`src/inc/host_port_defines.svh`:
```
// Constants of the host strobe and wait port: bus style codes, pin levels,
// reset values and the width of the synchronised pin group.
// Assumes the host bus style straps are static while the port is in use.
//
// Notes on behaviour
// - Generic style: write strobe is active low, data taken on its rising edge.
// - Enable-clock style: write pin selects direction, high reads, low writes.
// - Data-strobe style: write pin is read-not-write, high reads, low writes.
// - Bus cycles are answered only while the active-low chip select is low.
// - Generic style: hold output driven low during a transfer to insert waits.
// - Generic style: hold driven inactive at completion, then released.
// - Data-strobe style: acknowledge driven high during a transfer to force waits.
// - Data-strobe style: acknowledge driven inactive at completion, then released.
// - Indirect addressing: hold or acknowledge output serves as host handshake.
// - Generic style: data output buffers enabled only while read strobe is low.
// - Enable-clock style: read pin is an active-high enable clock.
// - Data-strobe style: read pin is an active-low lower byte strobe.
`ifndef HOST_PORT_DEFINES_SVH
`define HOST_PORT_DEFINES_SVH

// ----------------------------------------------------------------
// Bus style codes on the two straps
// ----------------------------------------------------------------
`define STYLE_GENERIC 2'h0
`define STYLE_ENABLE_CLOCK 2'h1
`define STYLE_DATA_STROBE 2'h2
`define STYLE_UNUSED 2'h3

// ----------------------------------------------------------------
// Hold / acknowledge pin levels
// ----------------------------------------------------------------
`define GEN_HOLD_ACTIVE 1'b0
`define GEN_HOLD_DONE 1'b1
`define DS_ACK_ACTIVE 1'b1
`define DS_ACK_DONE 1'b0

// ----------------------------------------------------------------
// Sizes and reset values
// ----------------------------------------------------------------
`define DATA_W 8
`define SYNC_W 13
`define SYNC_RST 13'h1f07
`define DATA_RST 8'h00

`endif

```
`src/inc/host_port_pkg.sv`:
```
// Types of the host strobe and wait port.
// Assumes host_port_defines.svh is on the include path.
`include "host_port_defines.svh"

package host_port_pkg;

	typedef enum logic [1:0] {
		ST_IDLE = 2'b00,
		ST_BUSY = 2'b01,
		ST_DONE = 2'b10
	} port_state_e;

	typedef logic [`DATA_W-1:0] byte_t;

	typedef struct packed {
		port_state_e st;
		logic is_read;
		logic hold_out;
		logic hold_oe;
		byte_t dout;
		logic dout_oe;
		byte_t wr_data;
		logic wr_valid;
		logic rd_req;
	} port_state_s;

endpackage

```
`src/inc/pin_sync_if.sv`:
```
// Carrier for the synchronised host pins between the synchroniser and the
// port logic. Assumes both ends run on the same clock.
`timescale 1ns/10ps
`default_nettype none
`include "host_port_defines.svh"

interface pin_sync_if;
	logic cs_n;
	logic wr_pin;
	logic rd_pin;
	logic [1:0] style;
	logic [`DATA_W-1:0] data;

	modport producer (output cs_n, wr_pin, rd_pin, style, data);
	modport consumer (input cs_n, wr_pin, rd_pin, style, data);
endinterface

`default_nettype wire

```
`src/hw/host_pin_sync.sv`:
```
// Two-stage synchroniser for every host pin entering the clock domain.
// Assumes the pins are asynchronous to clk and the straps are static.
`timescale 1ns/10ps
`default_nettype none
`include "host_port_defines.svh"

module host_pin_sync (
	input wire logic clk,
	input wire logic sys_rst,
	input wire logic [`SYNC_W-1:0] pins_raw,
	pin_sync_if.producer sync
);
	logic [`SYNC_W-1:0] stage1_q;
	logic [`SYNC_W-1:0] stage2_q;
	localparam logic [`SYNC_W-1:0] SYNC_INIT = `SYNC_RST;

	// ----------------------------------------------------------------
	// Per-bit double flop; first stage feeds only the second
	// ----------------------------------------------------------------
	genvar i;
	generate
		for (i = 0; i < `SYNC_W; i = i + 1) begin : g_bit
			always_ff @(posedge clk or posedge sys_rst) begin
				if (sys_rst) begin
					stage1_q[i] <= SYNC_INIT[i];
					stage2_q[i] <= SYNC_INIT[i];
				end else begin
					stage1_q[i] <= pins_raw[i];
					stage2_q[i] <= stage1_q[i];
				end
			end
		end
	endgenerate

	assign sync.data = stage2_q[7:0];
	assign sync.cs_n = stage2_q[8];
	assign sync.wr_pin = stage2_q[9];
	assign sync.rd_pin = stage2_q[10];
	assign sync.style = stage2_q[12:11];
endmodule

`default_nettype wire

```
`src/hw/host_strobe_port.sv`:
```
// Host strobe decoding, wait/acknowledge pin and data buffer control.
// Assumes a core on clk that accepts writes and answers reads by handshake;
// host strobes are asynchronous and pass the synchroniser first.
`timescale 1ns/10ps
`default_nettype none
`include "host_port_defines.svh"

module host_strobe_port (
	input wire logic clk,
	input wire logic sys_rst,
	input wire logic cs_n,
	input wire logic wr_pin,
	input wire logic rd_pin,
	input wire logic [1:0] bus_style_select,
	input wire logic [`DATA_W-1:0] data_in,
	output logic [`DATA_W-1:0] data_out,
	output logic data_oe,
	output logic transfer_acknowledge,
	output logic transfer_acknowledge_oe,
	output logic [`DATA_W-1:0] core_wr_data,
	output logic core_wr_valid,
	input wire logic core_wr_ready,
	output logic core_rd_req,
	input wire logic core_rd_valid,
	input wire host_port_pkg::byte_t core_rd_data
);
	import host_port_pkg::*;

	pin_sync_if sync ();
	port_state_s s_q;
	port_state_s s_d;
	logic sel;
	logic rd_dir;
	logic generic;
	logic ds_style;
	logic hold_used;
	logic hold_wait_lvl;
	logic hold_done_lvl;
	logic core_done;
	logic gen_rd_oe;

	// ----------------------------------------------------------------
	// Pin synchroniser
	// ----------------------------------------------------------------
	host_pin_sync u_sync (
		.clk(clk),
		.sys_rst(sys_rst),
		.pins_raw({bus_style_select, rd_pin, wr_pin, cs_n, data_in}),
		.sync(sync.producer)
	);

	// ----------------------------------------------------------------
	// Strobe decode per bus style
	// ----------------------------------------------------------------
	always_comb begin
		generic = 1'b0;
		ds_style = 1'b0;
		case (sync.style)
			`STYLE_GENERIC: begin
				generic = 1'b1;
			end
			`STYLE_DATA_STROBE: begin
				ds_style = 1'b1;
			end
			default: begin
				generic = 1'b0;
				ds_style = 1'b0;
			end
		endcase
	end

	// Enable-clock style leaves the pin floating
	assign hold_used = generic || ds_style;

	// ----------------------------------------------------------------
	// Hold pin levels per bus style
	// ----------------------------------------------------------------
	always_comb begin
		hold_wait_lvl = `GEN_HOLD_ACTIVE;
		hold_done_lvl = `GEN_HOLD_DONE;
		case (sync.style)
			`STYLE_GENERIC: begin
				hold_wait_lvl = `GEN_HOLD_ACTIVE;
				hold_done_lvl = `GEN_HOLD_DONE;
			end
			`STYLE_DATA_STROBE: begin
				hold_wait_lvl = `DS_ACK_ACTIVE;
				hold_done_lvl = `DS_ACK_DONE;
			end
			default: begin
				// Pin stays released here, level is moot
				hold_wait_lvl = `GEN_HOLD_ACTIVE;
				hold_done_lvl = `GEN_HOLD_DONE;
			end
		endcase
	end

	always_comb begin
		sel = 1'b0;
		rd_dir = 1'b0;
		case (sync.style)
			`STYLE_GENERIC: begin
				sel = !sync.rd_pin || !sync.wr_pin;
				rd_dir = !sync.rd_pin;
			end
			`STYLE_ENABLE_CLOCK: begin
				sel = sync.rd_pin;
				rd_dir = sync.wr_pin;
			end
			`STYLE_DATA_STROBE: begin
				sel = !sync.rd_pin;
				rd_dir = sync.wr_pin;
			end
			default: begin
				sel = 1'b0;
				rd_dir = 1'b0;
			end
		endcase
		// Unselected device ignores every strobe
		sel = sel && !sync.cs_n;
	end

	// ----------------------------------------------------------------
	// Core answer and generic read buffer
	// ----------------------------------------------------------------
	always_comb begin
		core_done = 1'b0;
		gen_rd_oe = 1'b0;
		if (s_q.is_read) begin
			core_done = core_rd_valid;
		end else begin
			core_done = core_wr_ready;
		end
		// Buffer follows the live strobe, not the latched state
		if (generic && s_q.is_read) begin
			gen_rd_oe = !sync.rd_pin && !sync.cs_n;
		end
	end

	// ----------------------------------------------------------------
	// Transfer sequencer
	// ----------------------------------------------------------------
	always_comb begin
		s_d = s_q;
		s_d.wr_valid = 1'b0;
		s_d.rd_req = 1'b0;
		case (s_q.st)
			ST_IDLE: begin
				s_d.hold_oe = 1'b0;
				s_d.dout_oe = 1'b0;
				if (sel) begin
					s_d.st = ST_BUSY;
					s_d.is_read = rd_dir;
					s_d.rd_req = rd_dir;
					// Generic writes take data later, on the strobe's rise
					s_d.wr_data = sync.data;
					// Hold asserted for the whole pending transfer
					s_d.hold_oe = hold_used;
					s_d.hold_out = hold_wait_lvl;
				end
			end
			ST_BUSY: begin
				if (!sel) begin
					// Host gave up early; drop everything
					s_d.st = ST_IDLE;
					s_d.hold_oe = 1'b0;
				end else if (core_done) begin
					s_d.st = ST_DONE;
					s_d.hold_out = hold_done_lvl;
					if (s_q.is_read) begin
						s_d.dout = core_rd_data;
						s_d.dout_oe = 1'b1;
					end else begin
						// Generic writes wait for the strobe's rise
						s_d.wr_valid = !generic;
					end
				end
			end
			ST_DONE: begin
				if (generic && s_q.is_read) begin
					s_d.dout_oe = gen_rd_oe;
				end
				if (!sel) begin
					s_d.st = ST_IDLE;
					s_d.dout_oe = 1'b0;
					// Release after the transfer ends
					s_d.hold_oe = 1'b0;
					if (generic && !s_q.is_read) begin
						s_d.wr_valid = 1'b1;
						s_d.wr_data = sync.data;
					end
				end
			end
			default: begin
				s_d.st = ST_IDLE;
				s_d.hold_oe = 1'b0;
				s_d.dout_oe = 1'b0;
			end
		endcase
	end

	always_ff @(posedge clk or posedge sys_rst) begin
		if (sys_rst) begin
			s_q <= '{
				st: ST_IDLE,
				is_read: 1'b0,
				hold_out: `GEN_HOLD_DONE,
				hold_oe: 1'b0,
				dout: `DATA_RST,
				dout_oe: 1'b0,
				wr_data: `DATA_RST,
				wr_valid: 1'b0,
				rd_req: 1'b0
			};
		end else begin
			s_q <= s_d;
		end
	end

	// ----------------------------------------------------------------
	// Outputs
	// ----------------------------------------------------------------
	assign data_out = s_q.dout;
	assign data_oe = s_q.dout_oe;
	assign transfer_acknowledge = s_q.hold_out;
	assign transfer_acknowledge_oe = s_q.hold_oe;
	assign core_wr_data = s_q.wr_data;
	assign core_wr_valid = s_q.wr_valid;
	assign core_rd_req = s_q.rd_req;
endmodule

`default_nettype wire

```
`config.mk`:
```
export PLATFORM = sky130hd
export DESIGN_NAME = host_strobe_port
export DESIGN_NICKNAME = d
export VERILOG_FILES = /design/src/inc/host_port_pkg.sv /design/src/inc/pin_sync_if.sv /design/src/hw/host_pin_sync.sv /design/src/hw/host_strobe_port.sv
export VERILOG_INCLUDE_DIRS = /design/src /design/src/inc
export SDC_FILE = /design/constraint.sdc
export NUM_CORES = 1
export LEC_CHECK = 0
export BUFFER_PORTS_ARGS = -buffer_cell sky130_fd_sc_hd__buf_4
export CAP_MARGIN = 25
export CORE_MARGIN = 2
export CORE_UTILIZATION = 45
export DETAILED_ROUTE_END_ITERATION = 12
export HOLD_SLACK_MARGIN = 0.02
export PLACE_DENSITY = 0.71
export SLEW_MARGIN = 20
export SYNTH_ARGS = -nofsm -noshare
export SYNTH_HDL_FRONTEND = slang
export SYNTH_SLANG_ARGS = --single-unit
```
`constraint.sdc`:
```
create_clock -name clk -period 2 [get_ports clk]
set_input_delay 0.1 -clock clk [delete_from_list [all_inputs] [get_ports clk]]
set_output_delay 0.1 -clock clk [all_outputs]
set_load 0.1 [all_outputs]
```
* Word-level counts from Yosys, hierarchy flattened
Cells that the tools add are included.
** Word-level totals
- Register bits after elaboration :: 50
- Word-level logic and storage cells :: 102
- Output and inout bits :: 21
- Input bits :: 25
** Operators by class
- Multiplexer cells :: 31
- Reduce and logical (&&, ||, !) cells :: 23
- Equality and inequality tests :: 13
** Operators by type and width (count)
- $mux W1 :: 16
- $pmux W8 S2 :: 1
- $reduce_and A4 Y1 :: 4
- $ne A2 B2 Y1 const B :: 7
- $mux W10 :: 1
- $pmux W1 S2 :: 5
- $mux W9 :: 1
- $mux W8 :: 1
- $mux W2 :: 3
- $ne A3 B3 Y1 const B :: 2
- $pmux W2 S3 :: 1
- $logic_not A1 Y1 :: 5
- $mux W5 :: 1
- $eq A2 B1 Y1 const B :: 2
- $eq A2 B2 Y1 const B :: 2
- $logic_and A1 B1 Y1 :: 4
- $logic_not A2 Y1 :: 2
- $reduce_bool A2 Y1 :: 2
- $reduce_or A2 Y1 :: 2
- $pmux W1 S3 :: 1
- $reduce_and A3 Y1 :: 1
- $logic_or A1 B1 Y1 :: 2
- $reduce_and A2 Y1 :: 1

* Longest topological paths before layout
- Word-level depth :: 7
- Mapped depth :: 6
- Depth with buffers taken out :: 6

* Hierarchy
Synthesis repeated with hierarchy kept, for this count alone.
** Unflattened totals
- Cells, all modules :: 145
- Area total of the unflattened synthesis :: 2014.4 um^2
** Modules (own cells, without submodules)
- host_strobe_port :: cells each 118, seq. area each 601.8 um^2, area an instance 1340.0 um^2, instances 1
- host_pin_sync :: cells each 27, seq. area each 670.6 um^2, area an instance 674.4 um^2, instances 1

* Worst setup path after synthesis
Ideal clock, no wire load.
- Path type :: register -> register
- From :: register u_sync.stage2_q[11] (netlist: u_sync.sync.style[0])
- To :: register s_q, in the netlist core_wr_data[0]
- Library setup time :: 125 ps
- Buffers on the path :: 0
- Period minus slack after synthesis :: 2150 ps
- Required time :: 1875 ps
- Arrival time :: 2024 ps
- Setup slack :: -150 ps
- Cell stages (with the launch flop) :: 7
- Cell sequence :: dfstp_2 > inv_1 > ha_1 > nor3_2 > a211oi_4 > a32oi_4 > mux2_4
** Between the ends
- Cells in the longest elaborated chain, start to end :: 5
- Elaborated cells between the ends (all ways) :: 11
- Classes of those cells :: eq/ne (5); mux (2); reduce/logical (4)
** RTL lines
- start, declared :: RTL line host_pin_sync.sv:14 : logic [`SYNC_W-1:0] stage2_q;
- start signal, assigned by index :: RTL line host_pin_sync.sv:26 : stage2_q[i] <= SYNC_INIT[i];
- start signal, assigned by index :: RTL line host_pin_sync.sv:29 : stage2_q[i] <= stage1_q[i];
- $eq A2 B2 Y1, or another cell as far along :: RTL line host_strobe_port.sv:101 : case (sync.style)
- $pmux W1 S3 or $mux W1 (tied branches) :: RTL line host_strobe_port.sv:101, host_strobe_port.sv:58
- $logic_and A1 B1 Y1 (on tied branches) :: RTL line host_strobe_port.sv:120, host_strobe_port.sv:188
- $ne A2 B2 Y1 (no source line)
- $reduce_and A4 Y1 (no source line) *
- end signal, assigned :: RTL line host_strobe_port.sv:204 : s_q <= '{
- end, declared :: RTL line host_strobe_port.sv:30 : port_state_s s_q;
Every way passes the cells marked *; elsewhere a longest branch is shown, timed or not.
A chain may end at the register's enable or synchronous reset.

* Worst setup path in the final report
- From :: register u_sync.stage2_q[11] (netlist: u_sync.sync.style[0])
- To :: register s_q, in the netlist data_out[0]
** Between the ends
- Cells in the longest elaborated chain, start to end :: 4
- Elaborated cells between the ends (all ways) :: 6
- Classes of those cells :: eq/ne (2); mux (1); reduce/logical (3)
** RTL lines
- $eq A2 B2 Y1, or another cell as far along :: RTL line host_strobe_port.sv:101
- $pmux W1 S3 * :: RTL line host_strobe_port.sv:101
- $logic_and A1 B1 Y1 * :: RTL line host_strobe_port.sv:120 : sel = sel && !sync.cs_n;
- $reduce_and A4 Y1 (no source line) *
Marks and branches as above.

==> summary.md <==
| Metric | Value |
|---|---|
| Worst-skew pair later-pin latency | 300 ps |
| First-pass GRT wire length | 6.07 mm |
| Worst Path Required | 2180 ps |
| Fin crit period | 1990 ps |
| Mapped Cells | 150 |
| CP top delay family | flip-flops |
| Setup ws final | a little over 5 ps |
| Synth top area share | about two fifths |
| Maximum clock insertion buffer count | 2 |
| Cells after DPL | 238 |
| Max VDD drop | roughly 0.00097 V |
| Sw Share | 46.5% |
| Crit-path cells | ha_4 -> and2b_2 -> a211o_1 -> nor2_4 -> buf_12 -> mux2_4 |
| Final hold violations | 0 |
| Net switching power | 1.94 mW |
| Synthesized area | ~0.0021 mm² |
| Initial antenna violation count | 0 |
| Critical path class | reg -> reg |
| Area of the multi-input gates | between 700 and 800 µm² |
| Setup TNS | 0 ps |
| CP max stage cell | dfstp_2 |
| Max cap viols | 0 |
| Register Area | 0.00127 mm² |
| Leading area contributor after synthesis | dfrtp_1 |
| RSZ-0062 raised after global routing | true |
| Area Overhead vs Synth | 35.4% |
| Die outline width | 72.0 µm |
| Syn. warnings | 0 |
| Number of fill cells | about 320 |
| Dpl cell area | 0.00245 mm² |
| Ant diodes | 0 |
| Hold Slack | 30.5 ps |
| Worst slack, placed | 3.44 ps |
| Clock net sink count | 50 |
| Final Instance Count excl. Fillers | about 270 |
| Crit end category | flip-flop |
| Iteration-0 DRC count of the detailed router | 46 |
| Chip height | 72.0 µm |
| Residual DRC count | 0 |
| Core ar. | between 0.004 and 0.005 mm² |
| Share of power burned in registers | roughly 33% |
| Total CTS buffers | 5 |
| Overall routing resource usage | 15.5% |
| Static Leakage | 1.33 nW |
| Total vias in the final route | 1302 |
| Internal power | 2.23 mW |
| Sequential fraction of the synthesis area | 61.1% |
| Setup crit start kind | flip-flop |
| Tcrit/Tclk final | 99.7% |
| Max Fclk | 501 MHz |
| Root Driver | clkbuf_8 |
| Share of cells above drive strength 1 | 52.1% |
| Grt total ovfl | 0 |
| CTS tree | yes |
| Clock power frac | 16.6% |
| Post-DP HPWL | 2.62 mm |
| WP buf/inv | 1 |
| Largest net degree at the start of global routing | 26 |
| Vias in the first global route | 1333 |
| Count of input and output buffers | 45 |
| H-tree Lvls | 2 |
| Setup-failing EPs final | 0 |
| Die area | 0.00519 mm² |
| Syn_nets | between 150 and 200 |
| CP Max Fanout | 8 |
| Part of the power in combinational logic | 50.6% |
| Final WL | 3.75 mm |
| Worst rel slew slack | just under 80% |
| Clock transition at path regs | 90 ps |
| Initial Util | 47.2% |
| Status | finished, final reports clean |
| #FFs+latches synth | 50 |
| First-pass DRT Iterations | 4 |
| Hold Path Class | in -> reg |
| Io pins | 46 |
| Syn Area/Cell | 13.9 µm² |
| Layout Nets | 244 |
| Fin area | 0.00282 mm² |
| WP data arrival | about 2200 ps |
| PD cells | 1480 mW/mm² |
| WL per Instance | 14.1 µm |
| Final core utilization | 63.9% |
| Skew final | between 10 and 15 ps |
| Slew Limit Fails | 0 |
| Post-DRT Antenna Nets | 0 |
| Post-synth cell types | 37 |
| Crit path largest cell delay | 580 ps |
| Top cells by area, synth | dfrtp_1, dfstp_2, buf_4, mux2_4, mux2_2 |
| RePlAce Congestion | just over 0.8 |
| Rows | 24 |
| Tot Pwr | 4.17 mW |
| Post-DR vias/cell | 4.91 |
| Worst Max-Slew Pin Slew | 334 ps |
-- registers in the layout, summed over array words and instances (netlist names) --
name,count
data_out,8
u_sync.sync.data,8
s_q,3
u_sync.stage1_q,13
u_sync.sync.wr_pin,1
core_wr_valid,1
u_sync.sync.cs_n,1
u_sync.sync.style,2
u_sync.sync.rd_pin,1
data_oe,1
transfer_acknowledge_oe,1
core_wr_data,8
transfer_acknowledge,1
core_rd_req,1
-- metal layers --
metal  GRT usage (%)  vias up  wire length (µm)
met2            27.9       42              2010
met5               0        -                 0
li1                -      617                 -
met4            4.82        0                60
met1            18.0      635              1510
met3            4.03        8               165
-- placed cells by master (no fill, tap or decap), types with 2 or more instances in the layout --
master | Yosys | routed
nand2b_1 | 3 | 3
a21oi_1 | 4 | 4
o21ai_0 | 4 | 3
a21o_1 | 3 | 3
buf_12 | 0 | 2
dlygate4sd3_1 | 0 | 17
inv_2 | 0 | 3
dfstp_2 | 17 | 17
ha_1 | 7 | 4
mux2_4 | 8 | 16
nor2b_1 | 2 | 2
clkbuf_8 | 0 | 5
ha_4 | 0 | 2
nor2_1 | 3 | 3
a31oi_1 | 2 | 2
buf_4 | 16 | 54
nand3_1 | 2 | 2
inv_1 | 9 | 6
dfrtp_1 | 33 | 33
nor3_1 | 3 | 3
nand2_1 | 5 | 5
-- power groups by stage --
stage	registers (mW)	clock network, mW	logic, mW
after floorplan	1.48	0	1.68
after global placement	1.37	0	2.03
after detailed placement	1.38	0	2.05
after CTS	1.36	0.719	2.08
after global routing	1.40	0.767	2.20
final	1.37	0.693	2.11
-- logic make-up (layout without fill, tap and decap cells) --
logic type	Yosys count	in the layout	synth area share (%)
AND/OR/NAND/NOR	27	27	7.51
buffers and inverters	27	90	7.75
flip-flops	50	50	61.1
adder cells (fa/ha/maj)	7	7	4.21
AO/OA/AOI/OAI	22	22	8.83
multiplexers	17	17	10.6
-- cell usage after synthesis --
library cell,n
nand2b_2,1
a32oi_4,1
nor2_1,3
a21oi_1,4
nor2b_1,2
mux2_4,8
a211o_1,1
mux2i_1,1
buf_4,16
nand2_1,5
a211oi_4,1
a21boi_0,1
nor3_2,1
a311o_1,1
clkbuf_1,1
o21ai_0,4
a31oi_1,2
buf_1,1
nor4_1,2
nor2_4,1
inv_1,9
a21o_1,3
nand2b_1,3
nor3_1,3
dfrtp_1,33
nand3_1,2
and2b_1,1
nor3b_1,1
or2_2,1
and3_1,1
o2111ai_1,1
a22oi_1,1
o21a_1,1
a2111o_1,1
ha_1,7
dfstp_2,17
mux2_2,8
-- worst paths after layout --
path | startpoint | end | slack (ps) | cells past startpoint
max in group asynchronous | sys_rst | u_sync.stage1_q[1] | 1060 | 4
min reg2reg | u_sync.stage1_q[9] | u_sync.sync.wr_pin | 350 | 0
min in group asynchronous | sys_rst | s_q[21] | 290 | 3
max reg2reg | u_sync.sync.style[0] | data_out[0] | 5 | 6
min | core_rd_data[7] | data_out[7] | 30 | 2
max | u_sync.sync.style[0] | data_out[0] | 5 | 6
-- layout make-up --
cell class | instances | share of cell area [%]
Multi-Input combinational cell | 73 | 25.5
Sequential cell | 50 | 45.1
Clock inverter | 3 | 1.55
Inverter | 9 | 1.20
Tap cell | 52 | 2.31
Clock buffer | 5 | 2.44
Timing Repair Buffer | 73 | 21.8
-- what timing repair did --
action                                  CTS  global route
buffers inserted                          0             2
hold buffers                             14             3
endpoints found under the setup margin    4            18
pin swaps                                 2             4
gates resized for setup                   1            16
endpoints found under the hold margin    24             3
Power figures use the tool's default switching activity.
